==> config.mk <==
export PLATFORM = sky130hd
export DESIGN_NAME = csw_clock_switch
export DESIGN_NICKNAME = d
export VERILOG_FILES = /design/src/design/csw_pkg.sv /design/src/design/csw_clock_switch.sv
export SDC_FILE = /design/constraint.sdc
export NUM_CORES = 1
export LEC_CHECK = 0
export ABC_AREA = 1
export BUFFER_PORTS_ARGS = -buffer_cell sky130_fd_sc_hd__buf_4
export CAP_MARGIN = 20
export CORE_MARGIN = 1
export CORE_UTILIZATION = 53
export CTS_CLUSTER_DIAMETER = 100
export DETAILED_ROUTE_END_ITERATION = 10
export GPL_TIMING_DRIVEN = 0
export PLACE_DENSITY = 0.82
export SLEW_MARGIN = 0
export SYNTH_ARGS = -nofsm -noshare
export SYNTH_HDL_FRONTEND = slang
export SYNTH_SLANG_ARGS = --single-unit
==> constraint.sdc <==
create_clock -name aclk -period 3 [get_ports aclk]
set_input_delay 0.15 -clock aclk [delete_from_list [all_inputs] [get_ports aclk]]
set_output_delay 0.15 -clock aclk [all_outputs]
set_load 0.01 [all_outputs]
==> src/design/csw_pkg.sv <==
// csw_pkg: shared constants and types of the system clock select switch
package csw_pkg;
    // ==========================================================
    // register map
    localparam logic [7:0] ADDR_CTRL      = 8'h00;
    localparam logic [7:0] ADDR_CFG       = 8'h04;
    localparam logic [7:0] ADDR_STAT      = 8'h08;
    localparam int         SEL_BIT        = 0;
    localparam int         CFG_MODE_LSB   = 0;
    localparam int         CFG_SWEN_N_BIT = 3;
    localparam int         CFG_SECEN_BIT  = 4;
    localparam int         STAT_RUN_BIT   = 0;
    localparam int         STAT_MULT_BIT  = 1;
    localparam int         STAT_HOLD_BIT  = 2;
    localparam int         STAT_SRC_BIT   = 3;
    localparam int         STAT_ST_LSB    = 4;
    localparam logic [2:0] CFG_MODE_RST   = 3'h2;
    localparam logic       CFG_SWEN_N_RST = 1'b1;
    localparam logic       CFG_SECEN_RST  = 1'b0;
    localparam logic [1:0] RESP_OKAY      = 2'h0;
    localparam logic [1:0] RESP_SLVERR    = 2'h2;

    // ==========================================================
    // oscillator modes and switch states
    typedef enum logic [2:0] {
        LOW_POWER_CRYSTAL_MODE       = 3'h0,
        CRYSTAL_RESONATOR_MODE       = 3'h1,
        HIGH_SPEED_CRYSTAL_MODE      = 3'h2,
        HIGH_SPEED_MULTIPLIER_MODE   = 3'h3,
        RESISTOR_CAPACITOR_MODE      = 3'h4,
        RESISTOR_CAPACITOR_GPIO_MODE = 3'h5,
        EXTERNAL_CLOCK_MODE          = 3'h6,
        EXTERNAL_CLOCK_GPIO_MODE     = 3'h7
    } csw_mode_t;

    typedef enum logic [2:0] {
        ST_RUN_PRI  = 3'h0,
        ST_SYNC_SEC = 3'h1,
        ST_RUN_SEC  = 3'h3,
        ST_OST      = 3'h2,
        ST_PLL      = 3'h6,
        ST_SYNC_PRI = 3'h7,
        ST_SLEEP    = 3'h5
    } csw_state_t;

    // ==========================================================
    // timing
    localparam int CLK_HZ      = 100_000_000;
    localparam int SYNC_EDGES  = 8;
    localparam int OST_EDGES   = 1024;
    localparam int MULTIPLIER_LOCK_DELAY_MS     = 2;
    localparam int MULTIPLIER_LOCK_DELAY_CYCLES = MULTIPLIER_LOCK_DELAY_MS * (CLK_HZ / 1000);
endpackage : csw_pkg

==> src/design/csw_clock_switch.sv <==
// csw_clock_switch: clock source select, startup waits and register slave
//
// Implementation choices: the register addresses and the AXI4-Lite register port.
`timescale 1ns/1ps
// Behaviour
// - three config bits pick one of eight modes
// - rc and ext clock drive fosc/4 out
// - port-pin modes make pin a port bit
// - ext clock: no inverter, no startup wait
// - multiplier output forms the internal clock
// - multiplier on only in multiplier mode
// - core held until multiplier lock expires
// - switching allowed only when enable bit zero
// - select bit zero primary, one secondary
// - select bit cleared on every reset
// - select writes ignored unless both enables
// - control bits seven to one read zero
// - count eight destination edges, no glitch
// - freeze at first phase going to secondary, resume after eight
// - crystal return waits startup time too
// - multiplier return adds lock time
// - rc/ext return waits eight primary edges
// - sleep stops clocks, oscillator, holds core
// - wake on reset, watchdog or interrupt
// - sleep pin states per mode
// - startup wait 1024 primary input edges
module csw_clock_switch #(
    parameter int MULTIPLIER_LOCK_DELAY_CYCLES = csw_pkg::MULTIPLIER_LOCK_DELAY_CYCLES
) (
    // clock and reset
    input  wire logic        aclk,
    input  wire logic        aresetn,
    // axi4-lite write
    input  wire logic [7:0]  s_axi_awaddr,
    input  wire logic        s_axi_awvalid,
    output logic             s_axi_awready,
    input  wire logic [31:0] s_axi_wdata,
    input  wire logic [3:0]  s_axi_wstrb,
    input  wire logic        s_axi_wvalid,
    output logic             s_axi_wready,
    output logic [1:0]       s_axi_bresp,
    output logic             s_axi_bvalid,
    input  wire logic        s_axi_bready,
    // axi4-lite read
    input  wire logic [7:0]  s_axi_araddr,
    input  wire logic        s_axi_arvalid,
    output logic             s_axi_arready,
    output logic [31:0]      s_axi_rdata,
    output logic [1:0]       s_axi_rresp,
    output logic             s_axi_rvalid,
    input  wire logic        s_axi_rready,
    // clock sources
    input  wire logic        primary_clock_input_pin,
    input  wire logic        multiplier_clk,
    input  wire logic        secondary_clk,
    // core and reset side
    input  wire logic        pwrt_done,
    input  wire logic        first_clock_phase,
    input  wire logic        sleep_req,
    input  wire logic        wake_req,
    output logic             sys_clk_out,
    output logic             core_hold,
    output logic             mult_en,
    output logic             osc_run,
    output logic             fb_inv_en,
    // second oscillator pin and port bit
    input  wire logic        port_a_bit_six_out,
    input  wire logic        port_a_bit_six_oe_n,
    output logic             port_a_bit_six_in,
    input  wire logic        second_oscillator_pin_i,
    output logic             second_oscillator_pin_o,
    output logic             second_oscillator_pin_oe_n
);

    // ==========================================================
    // helpers
    function automatic logic is_xtal(input logic [2:0] m);
        is_xtal = m <= csw_pkg::HIGH_SPEED_MULTIPLIER_MODE;
    endfunction : is_xtal

    function automatic logic is_gpio(input logic [2:0] m);
        is_gpio = (m == csw_pkg::RESISTOR_CAPACITOR_GPIO_MODE)
               || (m == csw_pkg::EXTERNAL_CLOCK_GPIO_MODE);
    endfunction : is_gpio

    function automatic logic addr_ok(input logic [7:0] a);
        addr_ok = (a == csw_pkg::ADDR_CTRL) || (a == csw_pkg::ADDR_CFG)
               || (a == csw_pkg::ADDR_STAT);
    endfunction : addr_ok

    csw_pkg::csw_state_t state;
    csw_pkg::csw_state_t next_state;
    logic [2:0]          mode;
    logic                swen_n;
    logic                secen;
    logic                sel;
    logic [17:0]         cnt;
    logic [1:0]          div_cnt;
    logic                in_q;
    logic                src_q;
    logic                sec_q;
    logic                src_sec;
    logic                rd_ctrl;
    logic                next_hold;
    logic                pri_src;
    logic                in_rise;
    logic                src_rise;
    logic                sec_rise;
    logic                sel_ok;
    logic                wr_go;
    logic                rd_go;
    logic                run_osc;

    assign pri_src  = mult_en ? multiplier_clk : primary_clock_input_pin;
    assign in_rise  = primary_clock_input_pin & ~in_q;
    assign src_rise = pri_src & ~src_q;
    assign sec_rise = secondary_clk & ~sec_q;
    assign sel_ok   = ~swen_n & secen;
    assign run_osc  = (next_state != csw_pkg::ST_SLEEP) && (next_state != csw_pkg::ST_RUN_SEC);

    always_ff @(posedge aclk) begin
        if (!aresetn) begin
            in_q  <= 1'b0;
            src_q <= 1'b0;
            sec_q <= 1'b0;
        end else begin
            in_q  <= primary_clock_input_pin;
            src_q <= pri_src;
            sec_q <= secondary_clk;
        end
    end

    // ==========================================================
    // register slave
    // address and data are taken together in one cycle
    assign wr_go         = s_axi_awvalid & s_axi_wvalid & ~s_axi_bvalid;
    assign s_axi_awready = wr_go;
    assign s_axi_wready  = wr_go;
    assign rd_go         = s_axi_arvalid & ~s_axi_rvalid;
    assign s_axi_arready = ~s_axi_rvalid;

    always_ff @(posedge aclk) begin
        if (!aresetn) begin
            sel <= 1'b0;
        end else if (!sel_ok) begin
            sel <= 1'b0;
        end else if (wr_go && s_axi_wstrb[0] && s_axi_awaddr == csw_pkg::ADDR_CTRL) begin
            sel <= s_axi_wdata[csw_pkg::SEL_BIT];
        end
    end

    always_ff @(posedge aclk) begin
        if (!aresetn) begin
            mode   <= csw_pkg::CFG_MODE_RST;
            swen_n <= csw_pkg::CFG_SWEN_N_RST;
            secen  <= csw_pkg::CFG_SECEN_RST;
        end else if (wr_go && s_axi_wstrb[0] && s_axi_awaddr == csw_pkg::ADDR_CFG) begin
            mode   <= s_axi_wdata[csw_pkg::CFG_MODE_LSB +: 3];
            swen_n <= s_axi_wdata[csw_pkg::CFG_SWEN_N_BIT];
            secen  <= s_axi_wdata[csw_pkg::CFG_SECEN_BIT];
        end
    end

    always_ff @(posedge aclk) begin
        if (!aresetn) begin
            s_axi_bvalid <= 1'b0;
            s_axi_bresp  <= csw_pkg::RESP_OKAY;
        end else if (wr_go) begin
            s_axi_bvalid <= 1'b1;
            s_axi_bresp  <= addr_ok(s_axi_awaddr) ? csw_pkg::RESP_OKAY : csw_pkg::RESP_SLVERR;
        end else if (s_axi_bready) begin
            s_axi_bvalid <= 1'b0;
        end
    end

    always_ff @(posedge aclk) begin
        if (!aresetn) begin
            s_axi_rvalid <= 1'b0;
            s_axi_rresp  <= csw_pkg::RESP_OKAY;
            s_axi_rdata  <= 32'h0000_0000;
            rd_ctrl      <= 1'b0;
        end else if (rd_go) begin
            s_axi_rvalid <= 1'b1;
            s_axi_rresp  <= addr_ok(s_axi_araddr) ? csw_pkg::RESP_OKAY : csw_pkg::RESP_SLVERR;
            rd_ctrl      <= s_axi_araddr == csw_pkg::ADDR_CTRL;
            case (s_axi_araddr)
                csw_pkg::ADDR_CTRL: begin
                    s_axi_rdata <= 32'(sel);
                end
                csw_pkg::ADDR_CFG: begin
                    s_axi_rdata <= 32'({secen, swen_n, mode});
                end
                csw_pkg::ADDR_STAT: begin
                    s_axi_rdata <= 32'({state, src_sec, core_hold, mult_en, osc_run});
                end
                default: begin
                    s_axi_rdata <= 32'h0000_0000;
                end
            endcase
        end else if (s_axi_rready) begin
            s_axi_rvalid <= 1'b0;
        end
    end

    // ==========================================================
    // switch sequencer
    always_comb begin
        next_state = state;
        case (state)
            csw_pkg::ST_OST: begin
                // no startup wait outside the crystal modes
                if (!is_xtal(mode)) begin
                    next_state = csw_pkg::ST_SYNC_PRI;
                end else if (pwrt_done && in_rise
                             && cnt == 18'(csw_pkg::OST_EDGES - 1)) begin
                    next_state = (mode == csw_pkg::HIGH_SPEED_MULTIPLIER_MODE)
                               ? csw_pkg::ST_PLL : csw_pkg::ST_SYNC_PRI;
                end
            end
            csw_pkg::ST_PLL: begin
                if (cnt == 18'(MULTIPLIER_LOCK_DELAY_CYCLES - 1)) begin
                    next_state = csw_pkg::ST_SYNC_PRI;
                end
            end
            csw_pkg::ST_SYNC_PRI: begin
                if (src_rise && cnt == 18'(csw_pkg::SYNC_EDGES - 1)) begin
                    next_state = csw_pkg::ST_RUN_PRI;
                end
            end
            csw_pkg::ST_RUN_PRI: begin
                if (sleep_req) begin
                    next_state = csw_pkg::ST_SLEEP;
                end else if (sel && first_clock_phase) begin
                    next_state = csw_pkg::ST_SYNC_SEC;
                end
            end
            csw_pkg::ST_SYNC_SEC: begin
                if (sec_rise && cnt == 18'(csw_pkg::SYNC_EDGES - 1)) begin
                    next_state = csw_pkg::ST_RUN_SEC;
                end
            end
            csw_pkg::ST_RUN_SEC: begin
                if (sleep_req) begin
                    next_state = csw_pkg::ST_SLEEP;
                end else if (!sel) begin
                    next_state = csw_pkg::ST_OST;
                end
            end
            csw_pkg::ST_SLEEP: begin
                if (wake_req) begin
                    next_state = sel ? csw_pkg::ST_SYNC_SEC : csw_pkg::ST_OST;
                end
            end
            default: begin
                next_state = csw_pkg::ST_OST;
            end
        endcase
    end

    always_ff @(posedge aclk) begin
        if (!aresetn) begin
            state <= csw_pkg::ST_OST;
        end else begin
            state <= next_state;
        end
    end

    // edges are counted on the already registered select, so the
    // destination count never starts on a half-written value
    always_ff @(posedge aclk) begin
        if (!aresetn || next_state != state) begin
            cnt <= 18'h0_0000;
        end else begin
            case (state)
                csw_pkg::ST_OST: begin
                    if (pwrt_done && in_rise) begin
                        cnt <= 18'(cnt + 1);
                    end
                end
                csw_pkg::ST_PLL: begin
                    cnt <= 18'(cnt + 1);
                end
                csw_pkg::ST_SYNC_PRI: begin
                    if (src_rise) begin
                        cnt <= 18'(cnt + 1);
                    end
                end
                csw_pkg::ST_SYNC_SEC: begin
                    if (sec_rise) begin
                        cnt <= 18'(cnt + 1);
                    end
                end
                default: begin
                    cnt <= cnt;
                end
            endcase
        end
    end

    // ==========================================================
    // clock mux and core hold
    // the source flips only with both inputs low, so no pulse can be
    // shorter than the shorter of the two; the cost is a wait of up to
    // one slow half period after the count ends
    always_ff @(posedge aclk) begin
        if (!aresetn) begin
            src_sec <= 1'b0;
        end else if (!pri_src && !secondary_clk) begin
            src_sec <= state == csw_pkg::ST_RUN_SEC;
        end
    end

    always_comb begin
        next_hold = 1'b1;
        if (next_state == csw_pkg::ST_RUN_PRI) begin
            next_hold = src_sec;
        end else if (next_state == csw_pkg::ST_RUN_SEC) begin
            next_hold = ~src_sec;
        end
    end

    always_ff @(posedge aclk) begin
        if (!aresetn) begin
            core_hold   <= 1'b1;
            sys_clk_out <= 1'b0;
        end else begin
            core_hold   <= next_hold;
            sys_clk_out <= (state != csw_pkg::ST_SLEEP)
                         & (src_sec ? secondary_clk : pri_src);
        end
    end

    // ==========================================================
    // oscillator controls
    always_ff @(posedge aclk) begin
        if (!aresetn) begin
            osc_run   <= 1'b1;
            mult_en   <= 1'b0;
            fb_inv_en <= 1'b0;
        end else begin
            osc_run   <= run_osc;
            mult_en   <= run_osc && mode == csw_pkg::HIGH_SPEED_MULTIPLIER_MODE;
            fb_inv_en <= run_osc && is_xtal(mode);
        end
    end

    // ==========================================================
    // second oscillator pin
    always_ff @(posedge aclk) begin
        if (!aresetn) begin
            div_cnt <= 2'h0;
        end else if (in_rise) begin
            div_cnt <= 2'(div_cnt + 1);
        end
    end

    always_ff @(posedge aclk) begin
        if (!aresetn) begin
            second_oscillator_pin_o    <= 1'b0;
            second_oscillator_pin_oe_n <= 1'b1;
            port_a_bit_six_in          <= 1'b0;
        end else begin
            port_a_bit_six_in <= second_oscillator_pin_i;
            if (is_gpio(mode)) begin
                second_oscillator_pin_o    <= port_a_bit_six_out;
                second_oscillator_pin_oe_n <= port_a_bit_six_oe_n;
            end else if (is_xtal(mode)) begin
                // crystal pin belongs to the analog oscillator
                second_oscillator_pin_o    <= 1'b0;
                second_oscillator_pin_oe_n <= 1'b1;
            end else begin
                second_oscillator_pin_o    <= (state != csw_pkg::ST_SLEEP) & div_cnt[1];
                second_oscillator_pin_oe_n <= 1'b0;
            end
        end
    end
endmodule : csw_clock_switch

### Word-level counts from Yosys, hierarchy flattened

Cells that the tools add are included.

* register bits: 79
* word-level logic and storage cells: 129
* bits of input ports: 69
* output and inout bits: 49

* bitwise operators: 16
* equal/unequal tests: 24
* add/sub/neg operators: 2
* $lt $le $gt $ge: 1
* reductions and logical operators: 30
* muxes and demuxes: 32

Operators with widths (count)
* $pmux 18 s4: 1
* $mux 18: 3
* $mux 3: 10
* $pmux 3 s7: 1
* $pmux 7 s3: 1
* $add 18x1->18 const B: 1
* $eq 18x10->1 const B: 1
* $eq 18x18->1 const B: 1
* $eq 18x3->1 const B: 1
* $eq 8x3->1 const B: 2
* $eq 8x4->1 const B: 2
* $logic_not 8->1: 2
* $eq 3x3->1 const B: 5
* $mux 1: 13
* $eq 3x2->1 const B: 4
* $logic_and 1x1->1: 12
* $and 1x1->1: 9
* $not 1->1: 7
* $logic_not 3->1: 2
* $logic_or 1x1->1: 6
* $mux 2: 3
* $ne 2x2->1 const B: 3
* $ne 3x3->1 const B: 2
* $reduce_and 4->1: 1
* other kinds (9): 12

### Depth between registers and ports, before layout

* word-level depth: 10
* mapped depth: 16
* mapped depth without buffers: 15

### Least setup slack after synthesis

No wires, ideal clock.

* kind: reg2reg
* from: register cnt[0]
* to: register cnt[10]
* data arrival time: 1680 ps
* library setup time: 112 ps
* cell stages (with the launch flop): 16
* required time: 2888 ps
* path slack: 1208 ps
* buffers on the path: 1
* period minus slack after synthesis: 1792 ps
* cells stage by stage: dfxtp_1 > ha_1 > nand2_1 > inv_1 > nand3_1 > nor2_1 > nand2_1 > nand2_1 > nand3_1 > nor2_1 > nand2_1 > nand2_1 > nor2_2 > nand2_4 > buf_6 > nor2_2

* word-level cells in the longest chain between the ends: 7
* elaborated cells on any way between the ends: 19
* classes of those cells: add/sub (1); eq/ne (4); mux (10); reduce/logical (4)

RTL lines
* from (decl): line csw_clock_switch.sv:97 `logic [17:0] cnt;`
* from (signal assigned): line csw_clock_switch.sv:277 `cnt <= 18'(cnt + 1);`
* from (signal assigned): line csw_clock_switch.sv:281 `cnt <= 18'(cnt + 1);`
* from (signal assigned): line csw_clock_switch.sv:285 `cnt <= 18'(cnt + 1);`
* branches (longest 7 deep; another with $add 18x1->18)

Several ways; the timed one is not identified. The select of a mux whose other input is x is not followed.
A chain may end at the register's enable or synchronous reset.

### Final worst setup path

* from: register cnt[0]
* to: register cnt[5]

Same word-level chain as after synthesis.

==> impl_metrics.toml <==
[critical_path]
regToRegSetupSlack_ns = 0.85
end_kind = "flip-flop"
crit_required_ns = 3.20
cp.arrival_ns = 2.36
critPathMaxFanout = 10
worstSetupStartpointType = "flip-flop"
worst-setup-path-type = "reg -> reg"

[drt]
first_iter_violations = 198
routed-via-count = 2957
wl_per_cell_um = 10.7
drc = 0
dr.pass1.iters = 5
wl_um = 6630
ant_nets = 0
viasPerCell = 4.76

[power]
p_sw_mw = 0.622
power_frac_clock = 0.239
combPwrFrac = 0.327
p_sw_frac = 0.359
power_density_mw_per_mm2 = 468
vdd_drop_max_v = 0.000300
pwr-share-seq = 0.434
internal_power_mw = 1.11
p_leak_nw = 1.79

[synthesis]
synth_top_area_cell = "dfxtp_1"
synthTopCellsByCount = "111 x nand2_1, 66 x nor2_1, 60 x inv_1"
synth_ff_type = "dfxtp_1"
synth_top_family_by_area = "simple AND/OR/NAND/NOR gates"
synthMuxAreaShare = 0
yosys_warnings = 0
synth.avg_cell_area_um2 = 6.51
syn_area_mm2 = 0.00298
synth-compound-area-share = 0.0864
synthXorXnorAreaFrac = 0.0382
ys_types = 38
ys_top_cells_by_area = "dfxtp_1 35%, nand2_1 14%, nor2_1 8.3%"
synth_fa_ha_area_frac = 0.00419
async_flop_share = 0
ys_ff_latch = 52
synthSimpleGateAreaFrac = 0.358
yosysSeqAreaShare = 0.349
synth_cells = 458
synth_edf_count = 0
synth_most_common_cell = "nand2_1"
synth_top_area_share = 0.349

[clock_network]
cts_buffer_depth = 2
cts_tree = "done"
cts-resized-gates = 0
clk_pin_slew_ns = 0.10
post_cts_buffers = 0
cts_buffers = 5
clock_latency_ns = 0.31
cts-hold-fix-buffers = 0
root_buffer = "clkbuf_8"
cts_max_level = 2
cts_sinks = 52

[timing]
setup_viol = 0
min_period_ns = 2.15
clock.fmax_mhz = 464
hold_viol = 0
drv_slew = 0
rsz0062_at_grt = "no"
tns_ns = 0
skew_ns = 0.0120
tightestPinTransition_ns = 0.512
slew_headroom = 0.659
fin_crit_sh = 0.718

[global_routing]
antenna_found_initial = 0
grt_max_degree = 19
grt_pass1_vias = 2563
overflow = 0
grtUsageTotal = 0.229
grt_pass1_wl_um = 11200

[placement]
place_congestion = 0.958
dp_hpwl_um = 5270
port_buffers = 59

[flow_run]
max_cap_violations = 0

[finish]
fin_util = 0.703
drive_gt1_frac = 0.220
area_growth_pct = 24.2
diodes = 0
ff_latch_area_mm2 = 0.00104
fillers = 501
multiInputGateArea_mm2 = 0.00155
nets = 620

[floorplan]
die_x_um = 77.0
io_pins = 118
die_h_um = 77.0
initial_utilization = 0.566
core.rowCount = 26
core-area_mm2 = 0.00527
dieArea_mm2 = 0.00593

[worst_hold_path]
hold_class = "in -> reg"

[status]
outcome = "complete, no violations"
==> cell families after synthesis <==
family / Yosys count
AND/OR/NAND/NOR: 246
buffers and inverters: 98
flip-flops: 52
AO/OA/AOI/OAI: 47
XOR/XNOR: 13
adder cells (fa/ha/maj): 1
other: 1
==> cell type report <==
cell class	count	share of cell area
tap	70	0.0236
clock buffer	5	0.0186
timing repair buffer	59	0.120
inverter	63	0.0638
sequential	52	0.281
clock inverter	3	0.00675
multi-input combinational	334	0.419
buffer	35	0.0672
==> flip-flops by register name, summed over array words and instances, names as in the netlist, 2 cells and up <==
name / flops
div_cnt: 2
s_axi_rdata: 7
cnt: 18
mode: 3
state: 3
==> critical path, stage by stage (launching register included) <==
cell and delay [ns]:
dfxtp_1 0.38, ha_1 0.25, nand2_1 0.07, inv_1 0.05, nand3_1 0.05, nor2_1 0.17, nand2_1 0.07, nand2_1 0.08
nand3_1 0.12, nor2_1 0.24, nand2_1 0.08, nand2_1 0.08, nor2_2 0.05, nand2_4 0.11, buf_6 0.19, nor2_2 0.04
==> metrics by stage <==
stage	instances	area, um^2	hold slack (ns)	worst slack, ns	power (mW)
2_1_floorplan	484	3080	0.243	1.21	1.17
3_3_place_gp	613	3610	0.337	0.910	1.32
3_5_place_dp	613	3610	0.355	0.883	1.33
4_1_cts	621	3700	0.0318	0.852	1.74
5_1_grt	621	3700	0.0520	0.516	1.84
6_report	621	3700	0.0363	0.846	1.73
==> layout by cell type, fill, tap and decap left out, types with 3 or more instances in the layout <==
cell        n
o21ai_0    22
nand4_1     7
xor2_1      8
inv_1      60
nor4_1      3
nor2_1     66
nand3_1    27
conb_1     27
nor3_1      8
xnor2_1     5
buf_4      88
a21oi_1    15
nor2_2     15
dfxtp_1    52
nand2_1   111
clkbuf_1    4
clkbuf_8    5
==> final timing paths <==
check,cells past startpoint,endpoint,startpoint
worst min register to register,1,second_oscillator_pin_oe_n$_SDFF_PN1_,mode[2]$_SDFFE_PN0P_
worst max-delay path,15,cnt[5]$_SDFFE_PP0P_,cnt[0]$_SDFFE_PP0P_
worst min-delay path,3,second_oscillator_pin_oe_n$_SDFF_PN1_,port_a_bit_six_oe_n
worst max register to register,15,cnt[5]$_SDFFE_PP0P_,cnt[0]$_SDFFE_PP0P_
==> power groups by stage <==
stage	clock network (mW)	registers [mW]	logic, mW
floorplan	0	0.771	0.403
global placement	0	0.768	0.554
detailed placement	0	0.768	0.560
CTS	0.425	0.752	0.563
global route	0.452	0.757	0.628
finish	0.414	0.752	0.567
==> per-layer routing <==
metal / global-route usage / part of all wire
met1: 0.318 / 0.48
met2: 0.371 / 0.44
met5: 0 / 0
met4: 0.0377 / 0.0068
met3: 0.0464 / 0.066
No activity file was read; power rests on OpenSTA's default activity.
